===== src/include/srs_pkg.sv =====
/*
 * Constants, types and shared arithmetic of the ratio-selection block.
 * Assumes a single 200 MHz clock; included before every design file.
 */
package srs_pkg;

    // ========================================================
    // Widths
    localparam int RATIO_W = 32;           // User ratio, 12.20 unsigned
    localparam int INT_W   = 12;           // Integer bits of a user ratio
    localparam int FRAC_W  = 20;           // Fraction bits of a user ratio
    localparam int SCALE_W = 2;            // Scale selector per set
    localparam int SLOT_W  = RATIO_W + SCALE_W;
    localparam int SLOTS   = 4;
    localparam int LOOP_W  = RATIO_W + 2;  // Ratio after predivider correction
    localparam int LINT_W  = LOOP_W - FRAC_W;
    localparam int DIV_W   = LINT_W + 1;   // Dithered integer divide value

    // ========================================================
    // Field positions in a stored slot word
    localparam int SLOT_RATIO_LSB = 0;
    localparam int SLOT_SCALE_LSB = RATIO_W;

    // ========================================================
    // Codes of the global parameters
    localparam logic [2:0] AUX_FN_SCALE   = 3'h3;  // Aux pin enables scaler
    localparam logic [2:0] AUX_FN_RELK_LO = 3'h3;  // Aux changes upset the loop
    localparam logic [2:0] AUX_FN_RELK_HI = 3'h6;
    localparam logic [1:0] REFDIV_BY1     = 2'h2;
    localparam logic [1:0] REFDIV_BY2     = 2'h1;
    localparam logic [1:0] REFDIV_BY4     = 2'h0;

    // ========================================================
    // Reset values
    localparam logic [1:0]        SET_RST   = 2'h0;
    localparam logic [SLOT_W-1:0] WORD_RST  = 34'h0_0000_0000;
    localparam logic [FRAC_W-1:0] ACC_RST   = 20'h0_0000;
    localparam logic [1:0]        PDIV_RST  = 2'h0;

    // ========================================================
    // Timing
    localparam int CLK_MHZ         = 200;
    localparam int LOCK_TIME_MS    = 3;    // Longest loop settling time
    localparam int LOCK_CYCLES_DEF = LOCK_TIME_MS * 1000 * CLK_MHZ;
    localparam int LOCK_CNT_W      = 20;

    // ========================================================
    // Loop lock state
    typedef enum logic {
        LK_SETTLE,
        LK_RUN
    } srs_lock_type;

    // Ratio scaled by 0.5, 0.25, 0.125 or 0.0625 (truncating shift)
    function automatic logic [RATIO_W-1:0] srs_scale(
        input logic [RATIO_W-1:0] ratio,
        input logic [SCALE_W-1:0] sel
    );
        return ratio >> ({1'b0, sel} + 3'h1);
    endfunction

    // Predivider as a shift count: by 1, 2 or 4; spare code acts as 1
    function automatic logic [1:0] srs_pdiv_shift(input logic [1:0] code);
        unique case (code)
            REFDIV_BY4: return 2'h2;
            REFDIV_BY2: return 2'h1;
            default:    return 2'h0;
        endcase
    endfunction

endpackage


===== src/include/srs_if.sv =====
/*
 * Internal carrier between the selector core, the ratio store and the
 * modulator. Assumes all three sit on one clock.
 */
`timescale 1ns/1ps
interface srs_if;
    import srs_pkg::*;

    logic [1:0]        rd_slot;
    logic [SLOT_W-1:0] rd_word;
    logic              tick;
    logic              restart;
    logic [LOOP_W-1:0] loop_ratio;
    logic [DIV_W-1:0]  div_value;

    modport store (input rd_slot, output rd_word);
    modport dsm   (input tick, input restart, input loop_ratio, output div_value);
    modport core  (output rd_slot, output tick, output restart, output loop_ratio,
                   input rd_word, input div_value);
endinterface


===== src/rtl/srs_top.sv =====
/*
 * Ratio selection of a fractional-N synthesizer: picks a stored set by
 * the mode pins, scales its ratio, corrects for the reference
 * predivider, derives the internal timing tick and drives the modulator.
 * Assumes mode and reference pins are asynchronous to mclk, global
 * parameters are static, and mclk is well above the reference rate.
 */
// What this block does
// Mode pins 00 to 11 pick stored ratio slot and set 0 to 3.
// Four sets kept permanently, switched live by the mode pins.
// Global parameters stay the same whatever the mode pins do.
// Each user ratio is an unsigned 32-bit fixed-point value.
// Upper 12 bits integer, lower 20 bits binary fraction.
// Ratios reach about 4096 with about 0.954 ppm steps.
// Active scaler multiplies by 0.5, 0.25, 0.125 or 0.0625.
// Scaling never alters the stored slots, only the derived ratio.
// Scaler enabled only by the aux pin under the matching function.
// Effective ratio is user ratio times scaler factor.
// Predivider is compensated so the effective ratio is output over input.
// Configurer avoids scaler settings that overflow or truncate.
// Internal timing clock is the reference divided by the predivider.
// Configurer keeps the divided reference within its allowed range.
// Output is the timing reference times the loop ratio N.
// Modulator dithers the integer divide so its mean is the ratio.
// Configurer uses code 10, 01, 00 for 8-14, 16-28, 32-56 MHz.
// Aux function 011: scaler on while aux pin high, off when low.
// A mode pin change drops lock while the new ratio settles.
// Predivider divides by 1, 2, 4 for codes 10, 01, 00.
`timescale 1ns/1ps
module srs_top
    import srs_pkg::*;
#(
    parameter int LOCK_CYC = LOCK_CYCLES_DEF
) (
    // Clock and reset
    input  wire logic                mclk,
    input  wire logic                sys_rst,
    // Pins from outside the clock domain
    input  wire logic [1:0]          config_set_select_pins,
    input  wire logic                aux_mode_pin,
    input  wire logic                reference_input_pin,
    // Global parameters
    input  wire logic [2:0]          aux_pin_function,
    input  wire logic [1:0]          ref_divider_select,
    // Slot programming
    input  wire logic                otp_wr_en,
    input  wire logic [1:0]          otp_wr_slot,
    input  wire logic [RATIO_W-1:0]  otp_wr_ratio,
    input  wire logic [SCALE_W-1:0]  otp_wr_scale,
    // Ratio results
    output logic [RATIO_W-1:0]       effective_ratio,
    output logic [LOOP_W-1:0]        loop_ratio,
    output logic [DIV_W-1:0]         loop_divide_value,
    // Timing and status
    output logic                     internal_timing_clock,
    output logic [1:0]               config_set_active,
    output logic                     ratio_scaler_active,
    output logic                     lock_lost
);

    // ========================================================
    // Internal carrier and sub-blocks
    srs_if lnk ();

    srs_ratio_store u_store (
        .mclk    (mclk),
        .sys_rst (sys_rst),
        .wr_en   (otp_wr_en),
        .wr_slot (otp_wr_slot),
        .wr_word ({otp_wr_scale, otp_wr_ratio}),
        .bus     (lnk.store)
    );

    srs_dsm u_dsm (
        .mclk    (mclk),
        .sys_rst (sys_rst),
        .bus     (lnk.dsm)
    );

    // ========================================================
    // Pin synchronisers
    logic [3:0] sync1_reg;
    logic [3:0] sync2_reg;
    logic [3:0] sync1_next;
    logic [3:0] sync2_next;
    logic [1:0] sel_sync;
    logic       aux_sync;
    logic       ref_sync;

    // Two flops on every asynchronous pin
    always_comb begin
        sync1_next = {reference_input_pin, aux_mode_pin, config_set_select_pins};
        sync2_next = sync1_reg;
    end

    always_ff @(posedge mclk) begin
        if (sys_rst) begin
            sync1_reg <= 4'h0;
            sync2_reg <= 4'h0;
        end else begin
            sync1_reg <= sync1_next;
            sync2_reg <= sync2_next;
        end
    end

    assign sel_sync = sync2_reg[1:0];
    assign aux_sync = sync2_reg[2];
    assign ref_sync = sync2_reg[3];

    // ========================================================
    // Reference predivider and internal timing tick
    logic       ref_prev_reg;
    logic       ref_prev_next;
    logic [1:0] pdiv_cnt_reg;
    logic [1:0] pdiv_cnt_next;
    logic       tick_reg;
    logic       tick_next;
    logic [1:0] pdiv_shift;
    logic [1:0] pdiv_last;

    // Count reference rising edges; one tick per predivider period
    always_comb begin
        pdiv_shift    = srs_pdiv_shift(ref_divider_select);
        pdiv_last     = 2'((3'h1 << pdiv_shift) - 3'h1);
        ref_prev_next = ref_sync;
        pdiv_cnt_next = pdiv_cnt_reg;
        tick_next     = 1'b0;
        if (ref_sync && !ref_prev_reg) begin
            if (pdiv_cnt_reg >= pdiv_last) begin
                pdiv_cnt_next = PDIV_RST;
                tick_next     = 1'b1;
            end else begin
                pdiv_cnt_next = pdiv_cnt_reg + 2'h1;
            end
        end
    end

    always_ff @(posedge mclk) begin
        if (sys_rst) begin
            ref_prev_reg <= 1'b0;
            pdiv_cnt_reg <= PDIV_RST;
            tick_reg     <= 1'b0;
        end else begin
            ref_prev_reg <= ref_prev_next;
            pdiv_cnt_reg <= pdiv_cnt_next;
            tick_reg     <= tick_next;
        end
    end

    // ========================================================
    // Set selection and loop lock tracking
    srs_lock_type            lk_reg;
    srs_lock_type            lk_next;
    logic [1:0]              set_reg;
    logic [1:0]              set_next;
    logic                    aux_prev_reg;
    logic                    aux_prev_next;
    logic [LOCK_CNT_W-1:0]   lk_cnt_reg;
    logic [LOCK_CNT_W-1:0]   lk_cnt_next;
    logic                    lost_reg;
    logic                    lost_next;
    logic                    aux_upsets;
    logic                    upset;

    // Set follows the pins at once; any change restarts settling
    always_comb begin
        aux_upsets    = (aux_pin_function >= AUX_FN_RELK_LO)
                     && (aux_pin_function <= AUX_FN_RELK_HI);
        upset         = (sel_sync != set_reg)
                     || (aux_upsets && (aux_sync != aux_prev_reg));
        set_next      = sel_sync;
        aux_prev_next = aux_sync;
        lk_next       = lk_reg;
        lk_cnt_next   = lk_cnt_reg;
        if (upset) begin
            lk_next     = LK_SETTLE;
            lk_cnt_next = '0;
        end else begin
            unique case (lk_reg)
                LK_SETTLE: begin
                    if (lk_cnt_reg >= LOCK_CNT_W'(LOCK_CYC - 1)) begin
                        lk_next = LK_RUN;
                    end else begin
                        lk_cnt_next = lk_cnt_reg + LOCK_CNT_W'(1);
                    end
                end
                LK_RUN: begin
                    lk_cnt_next = '0;
                end
            endcase
        end
        lost_next = (lk_next == LK_SETTLE);
    end

    always_ff @(posedge mclk) begin
        if (sys_rst) begin
            lk_reg       <= LK_SETTLE;
            set_reg      <= SET_RST;
            aux_prev_reg <= 1'b0;
            lk_cnt_reg   <= '0;
            lost_reg     <= 1'b1;
        end else begin
            lk_reg       <= lk_next;
            set_reg      <= set_next;
            aux_prev_reg <= aux_prev_next;
            lk_cnt_reg   <= lk_cnt_next;
            lost_reg     <= lost_next;
        end
    end

    // ========================================================
    // Effective ratio and predivider correction
    logic [RATIO_W-1:0] eff_reg;
    logic [RATIO_W-1:0] eff_next;
    logic [LOOP_W-1:0]  loop_reg;
    logic [LOOP_W-1:0]  loop_next;
    logic               scl_reg;
    logic               scl_next;
    logic [RATIO_W-1:0] user_ratio;
    logic [SCALE_W-1:0] ratio_scale_select;

    // Scale a copy of the slot ratio; stored slots are only read
    always_comb begin
        user_ratio         = lnk.rd_word[SLOT_RATIO_LSB +: RATIO_W];
        ratio_scale_select = lnk.rd_word[SLOT_SCALE_LSB +: SCALE_W];
        scl_next           = (aux_pin_function == AUX_FN_SCALE)
                          && aux_sync;
        if (scl_next) begin
            eff_next = srs_scale(user_ratio, ratio_scale_select);
        end else begin
            eff_next = user_ratio;
        end
        // Loop runs on the divided reference, so the ratio grows to match
        loop_next = LOOP_W'({2'h0, eff_reg} << pdiv_shift);
    end

    always_ff @(posedge mclk) begin
        if (sys_rst) begin
            eff_reg  <= '0;
            loop_reg <= '0;
            scl_reg  <= 1'b0;
        end else begin
            eff_reg  <= eff_next;
            loop_reg <= loop_next;
            scl_reg  <= scl_next;
        end
    end

    // ========================================================
    // Carrier drive and outputs
    assign lnk.rd_slot    = set_reg;
    assign lnk.tick       = tick_reg;
    assign lnk.restart    = lost_reg;
    assign lnk.loop_ratio = loop_reg;

    assign effective_ratio       = eff_reg;
    assign loop_ratio            = loop_reg;
    assign loop_divide_value     = lnk.div_value;
    assign internal_timing_clock = tick_reg;
    assign config_set_active     = set_reg;
    assign ratio_scaler_active   = scl_reg;
    assign lock_lost             = lost_reg;

endmodule // srs_top


===== src/rtl/srs_ratio_store.sv =====
/*
 * Four permanent slots, each a user ratio and its scale selector.
 * Assumes slot writes come from programming logic on the same clock.
 */
`timescale 1ns/1ps
module srs_ratio_store
    import srs_pkg::*;
(
    // Clock and reset
    input  wire logic              mclk,
    input  wire logic              sys_rst,
    // Programming port
    input  wire logic              wr_en,
    input  wire logic [1:0]        wr_slot,
    input  wire logic [SLOT_W-1:0] wr_word,
    // Read side
    srs_if.store                   bus
);

    logic [SLOT_W-1:0] mem_reg [SLOTS];
    logic [SLOT_W-1:0] rd_reg;
    logic [SLOT_W-1:0] rd_next;

    // Registered read of the addressed slot
    always_comb begin
        rd_next = mem_reg[bus.rd_slot];
    end

    // Slots survive reset; only the read register clears
    always_ff @(posedge mclk) begin
        if (wr_en) begin
            mem_reg[wr_slot] <= wr_word;
        end
        if (sys_rst) begin
            rd_reg <= WORD_RST;
        end else begin
            rd_reg <= rd_next;
        end
    end

    assign bus.rd_word = rd_reg;

endmodule // srs_ratio_store


===== src/rtl/srs_dsm.sv =====
/*
 * First-order delta-sigma modulator: dithers the integer divide value
 * so that its mean equals the fractional loop ratio.
 * Assumes one tick per internal timing clock period.
 */
`timescale 1ns/1ps
module srs_dsm
    import srs_pkg::*;
(
    // Clock and reset
    input  wire logic mclk,
    input  wire logic sys_rst,
    // Core side
    srs_if.dsm        bus
);

    logic [FRAC_W-1:0] acc_reg;
    logic [FRAC_W-1:0] acc_next;
    logic [DIV_W-1:0]  div_reg;
    logic [DIV_W-1:0]  div_next;
    logic [FRAC_W:0]   sum;

    // Accumulate fraction; carry bumps the divide value by one
    always_comb begin
        sum      = {1'b0, acc_reg} + {1'b0, bus.loop_ratio[FRAC_W-1:0]};
        acc_next = acc_reg;
        div_next = div_reg;
        if (bus.restart) begin
            acc_next = ACC_RST;
            div_next = {1'b0, bus.loop_ratio[LOOP_W-1:FRAC_W]};
        end else if (bus.tick) begin
            acc_next = sum[FRAC_W-1:0];
            div_next = {1'b0, bus.loop_ratio[LOOP_W-1:FRAC_W]}
                     + {{(DIV_W-1){1'b0}}, sum[FRAC_W]};
        end
    end

    always_ff @(posedge mclk) begin
        if (sys_rst) begin
            acc_reg <= ACC_RST;
            div_reg <= '0;
        end else begin
            acc_reg <= acc_next;
            div_reg <= div_next;
        end
    end

    assign bus.div_value = div_reg;

endmodule // srs_dsm


===== config.mk =====
export PLATFORM = sky130hd
export DESIGN_NAME = srs_top
export DESIGN_NICKNAME = d
export VERILOG_FILES = /design/src/include/srs_pkg.sv /design/src/include/srs_if.sv /design/src/rtl/srs_top.sv /design/src/rtl/srs_ratio_store.sv /design/src/rtl/srs_dsm.sv
export SDC_FILE = /design/constraint.sdc
export NUM_CORES = 1
export LEC_CHECK = 0
export BUFFER_PORTS_ARGS = -buffer_cell sky130_fd_sc_hd__buf_2
export CORE_ASPECT_RATIO = 0.8
export CORE_MARGIN = 1.5
export CORE_UTILIZATION = 49
export CTS_BUF_LIST = sky130_fd_sc_hd__clkbuf_2
export DETAILED_ROUTE_END_ITERATION = 16
export GPL_ROUTABILITY_DRIVEN = 0
export PLACE_DENSITY = 0.71
export SYNTH_ARGS = -nofsm -noshare
export SYNTH_HDL_FRONTEND = slang
export SYNTH_HIERARCHICAL = 1
export SYNTH_SLANG_ARGS = --single-unit
export TNS_END_PERCENT = 10

===== constraint.sdc =====
create_clock -name mclk -period 3.65 [get_ports mclk]
set_input_delay 0.73 -clock mclk [delete_from_list [all_inputs] [get_ports mclk]]
set_output_delay 0.73 -clock mclk [all_outputs]
set_load 0.05 [all_outputs]

==> reports/results.tsv <==
metric	value	unit
NetSw	0.00182	W
post-layout min period	3.33	ns
GRT Total Usage	20.6	%
ratio of cells with drive above 1 in the final layout	22.3	%
Root Buffer	clkbuf_2	
antenna-violating nets left	0	
worst hold stages	1	
worst-skew pair later-pin latency	0.87	ns
Final Max Slew Viols	0	
total gr overflow	0	
status	completed	
Detailed Place HPWL	19100	um
# IOs	134	
number of I/O port buffers	133	
DRC viols	0	
routed vias	9428	
Async S/R FF share, synth	0	%
Fin. Hold Viols	0	
RSZ-0062 raised after global routing	no	
clock skew	0.0828	ns
Post-synth EDFFs	136	
VDD IR-drop max	0.262	mV
final setup TNS	0	ns
DR WL/cell	16.8	um
post-cts sizing count	0	
worst hold path type	primary input to flip-flop	
Slew headroom	25.0	%
R2R cell count	14	
area grow syn2layout	12.3	%
Gate power share	8.5	%
Non-Filler Instances	1733	
setup bufs post-CTS	0	
Total Wirelength	29000	um
TritonCTS Buffers	78	
vias per cell	5.44	
max reg flops	136	
cell count after synthesis	1149	
largest net degree at the start of global routing	49	
Post-Place Cells	1585	
router iterations before antenna repair	5	
Syn. warnings	6	
synthesized net count	1223	
Flop pwr share	57.9	%
Starting DRT DRC Count	763	
Max Freq	0.300	GHz
vias in the first global route	8879	
Core Region	0.0265	mm2
Worst Path Class, Setup	flip-flop to flip-flop	
clock-pin slew on the worst setup and hold paths	0.11	ns
CP arrival	4.07	ns
initial antenna violation count	2	
Worst Tran Pin Value	1.13	ns
CTS H-tree depth	3	
CP Max Fanout	7	
Pwr per Cell Area	446	mW/mm2
Seq cells post-synth	309	
internal power contribution	0.00484	W
sequential fraction of the synthesis area	56.7	%
max cap viols	0	
# nets final	1386	
most common cell after layout, fill and taps aside	dfxtp_1	
most frequent cells in the layout	dfxtp_1, edfxtp_1, buf_2, mux2i_1, nor2_1	
Starting Density	50.3	%
Leakage	5.73	nW
switch share	27.3	%
mapped cell area	0.0133	mm2
Top FF cell, synth	dfxtp_1	
average cell area after synthesis	11.6	um2
DIE WIDTH	187	um
post-synthesis cell type count	66	
Clk pwr share	33.6	%
WP data required	4.38	ns
Num Clock Sinks	309	
period utilization	91.3	%
CP Capture Type	flip-flop	
fill count	2311	
height of the chip	150	um
clock buffer depth	3	
TritonCTS clock tree	yes	
endpoints failing setup	0	
Die ar.	0.0281	mm2
Worst setup SP type	flip-flop	
CTS hold repair buffers	2	
row cnt	53	
first-pass GRT wire length	45900	um
-- cell families after synthesis --
family | count (synthesis) | synth area share [%]
mux | 141 | 13.2
xor+xnor | 25 | 1.65
buf+inv | 82 | 3.15
compound gates | 213 | 9.81
simple gates | 353 | 13.0
flops | 309 | 56.7
fa+ha+maj | 26 | 2.50
-- power by group through the flow --
stage,combinational (W),sequential (W),clock (W)
final,0.000563,0.00386,0.00224
after global routing,0.000607,0.00388,0.00252
after CTS,0.000563,0.00386,0.00234
after detailed placement,0.000560,0.00394,0
after global placement,0.000553,0.00393,0
after floorplan,0.000308,0.00401,0
-- critical path: stages (launching register included) --
cell	delay (ns)
dfxtp_1	0.33
ha_1	0.40
a21oi_1	0.11
o21ai_0	0.31
a221oi_1	0.17
o211ai_1	0.29
a21oi_1	0.14
o21bai_1	0.14
ha_1	0.19
ha_1	0.18
nand2_1	0.07
nor2_1	0.29
nand3_1	0.15
xor2_1	0.17
a211oi_1	0.25
-- cells in the mapped netlist (19+ instances only) --
| cell | n | area share [%] |
|---|---|---|
| nand2_1 | 92 | 2.6 |
| mux4_2 | 27 | 4.6 |
| mux2i_1 | 114 | 8.6 |
| edfxtp_1 | 136 | 31 |
| nor2_1 | 109 | 3.1 |
| o21ai_0 | 22 | 0.83 |
| nand3_1 | 31 | 1.2 |
| nor2b_1 | 19 | 0.89 |
| ha_1 | 25 | 2.4 |
| clkbuf_1 | 45 | 1.3 |
| a21oi_1 | 95 | 3.6 |
| dfxtp_1 | 173 | 26 |
| o22ai_1 | 34 | 1.6 |
-- layer usage --
metal / routed length (um) / share of wire (%) / GRT usage [%] / up-vias
li1: - / - / - / 4635
met1: 13500 / 47 / 28.4 / 4449
met2: 13000 / 45 / 31.8 / 307
met3: 2040 / 7.0 / 4.97 / 35
met4: 414 / 1.4 / 7.22 / 2
met5: 7 / 0.024 / 0 / -
-- final timing paths --
kind,start,endpoint,slack [ns]
worst max-delay path,loop_ratio[9]$_SDFF_PP0_,u_dsm/bus.div_value[12]$_SDFFE_PP0P_,0.32
worst min-delay path,otp_wr_ratio[25],u_store/mem_reg[1][25]$_DFFE_PP_,0.09
worst max register to register,loop_ratio[9]$_SDFF_PP0_,u_dsm/bus.div_value[12]$_SDFFE_PP0P_,0.32
worst min register to register,sync1_reg[3]$_SDFF_PP0_,sync2_reg[3]$_SDFF_PP0_,0.45
-- final cells by class --
class	count	area [um2]	share of cell area, %
antenna	1	2.50	0.0168
clock buffer	106	531	3.55
clock inverter	37	180	1.21
inverter	11	41.3	0.276
multi-input combinational	758	5350	35.8
sequential	309	7550	50.6
tap	357	447	2.99
timing repair buffer	154	836	5.60
-- through the flow --
stage	setup slack, ns	util (%)	instance area, um2	power [W]	hold slack, ns
finish	0.317	56.5	14900	0.00666	0.0930
global route	0.0318	56.5	14900	0.00701	-0.00144
CTS	0.363	56.4	14900	0.00676	0.000344
detailed placement	0.475	53.6	14200	0.00450	0.422
global placement	0.548	53.6	14200	0.00448	0.417
floorplan	0.517	-	13300	0.00432	0.414
Power figures use the tool's default switching activity.
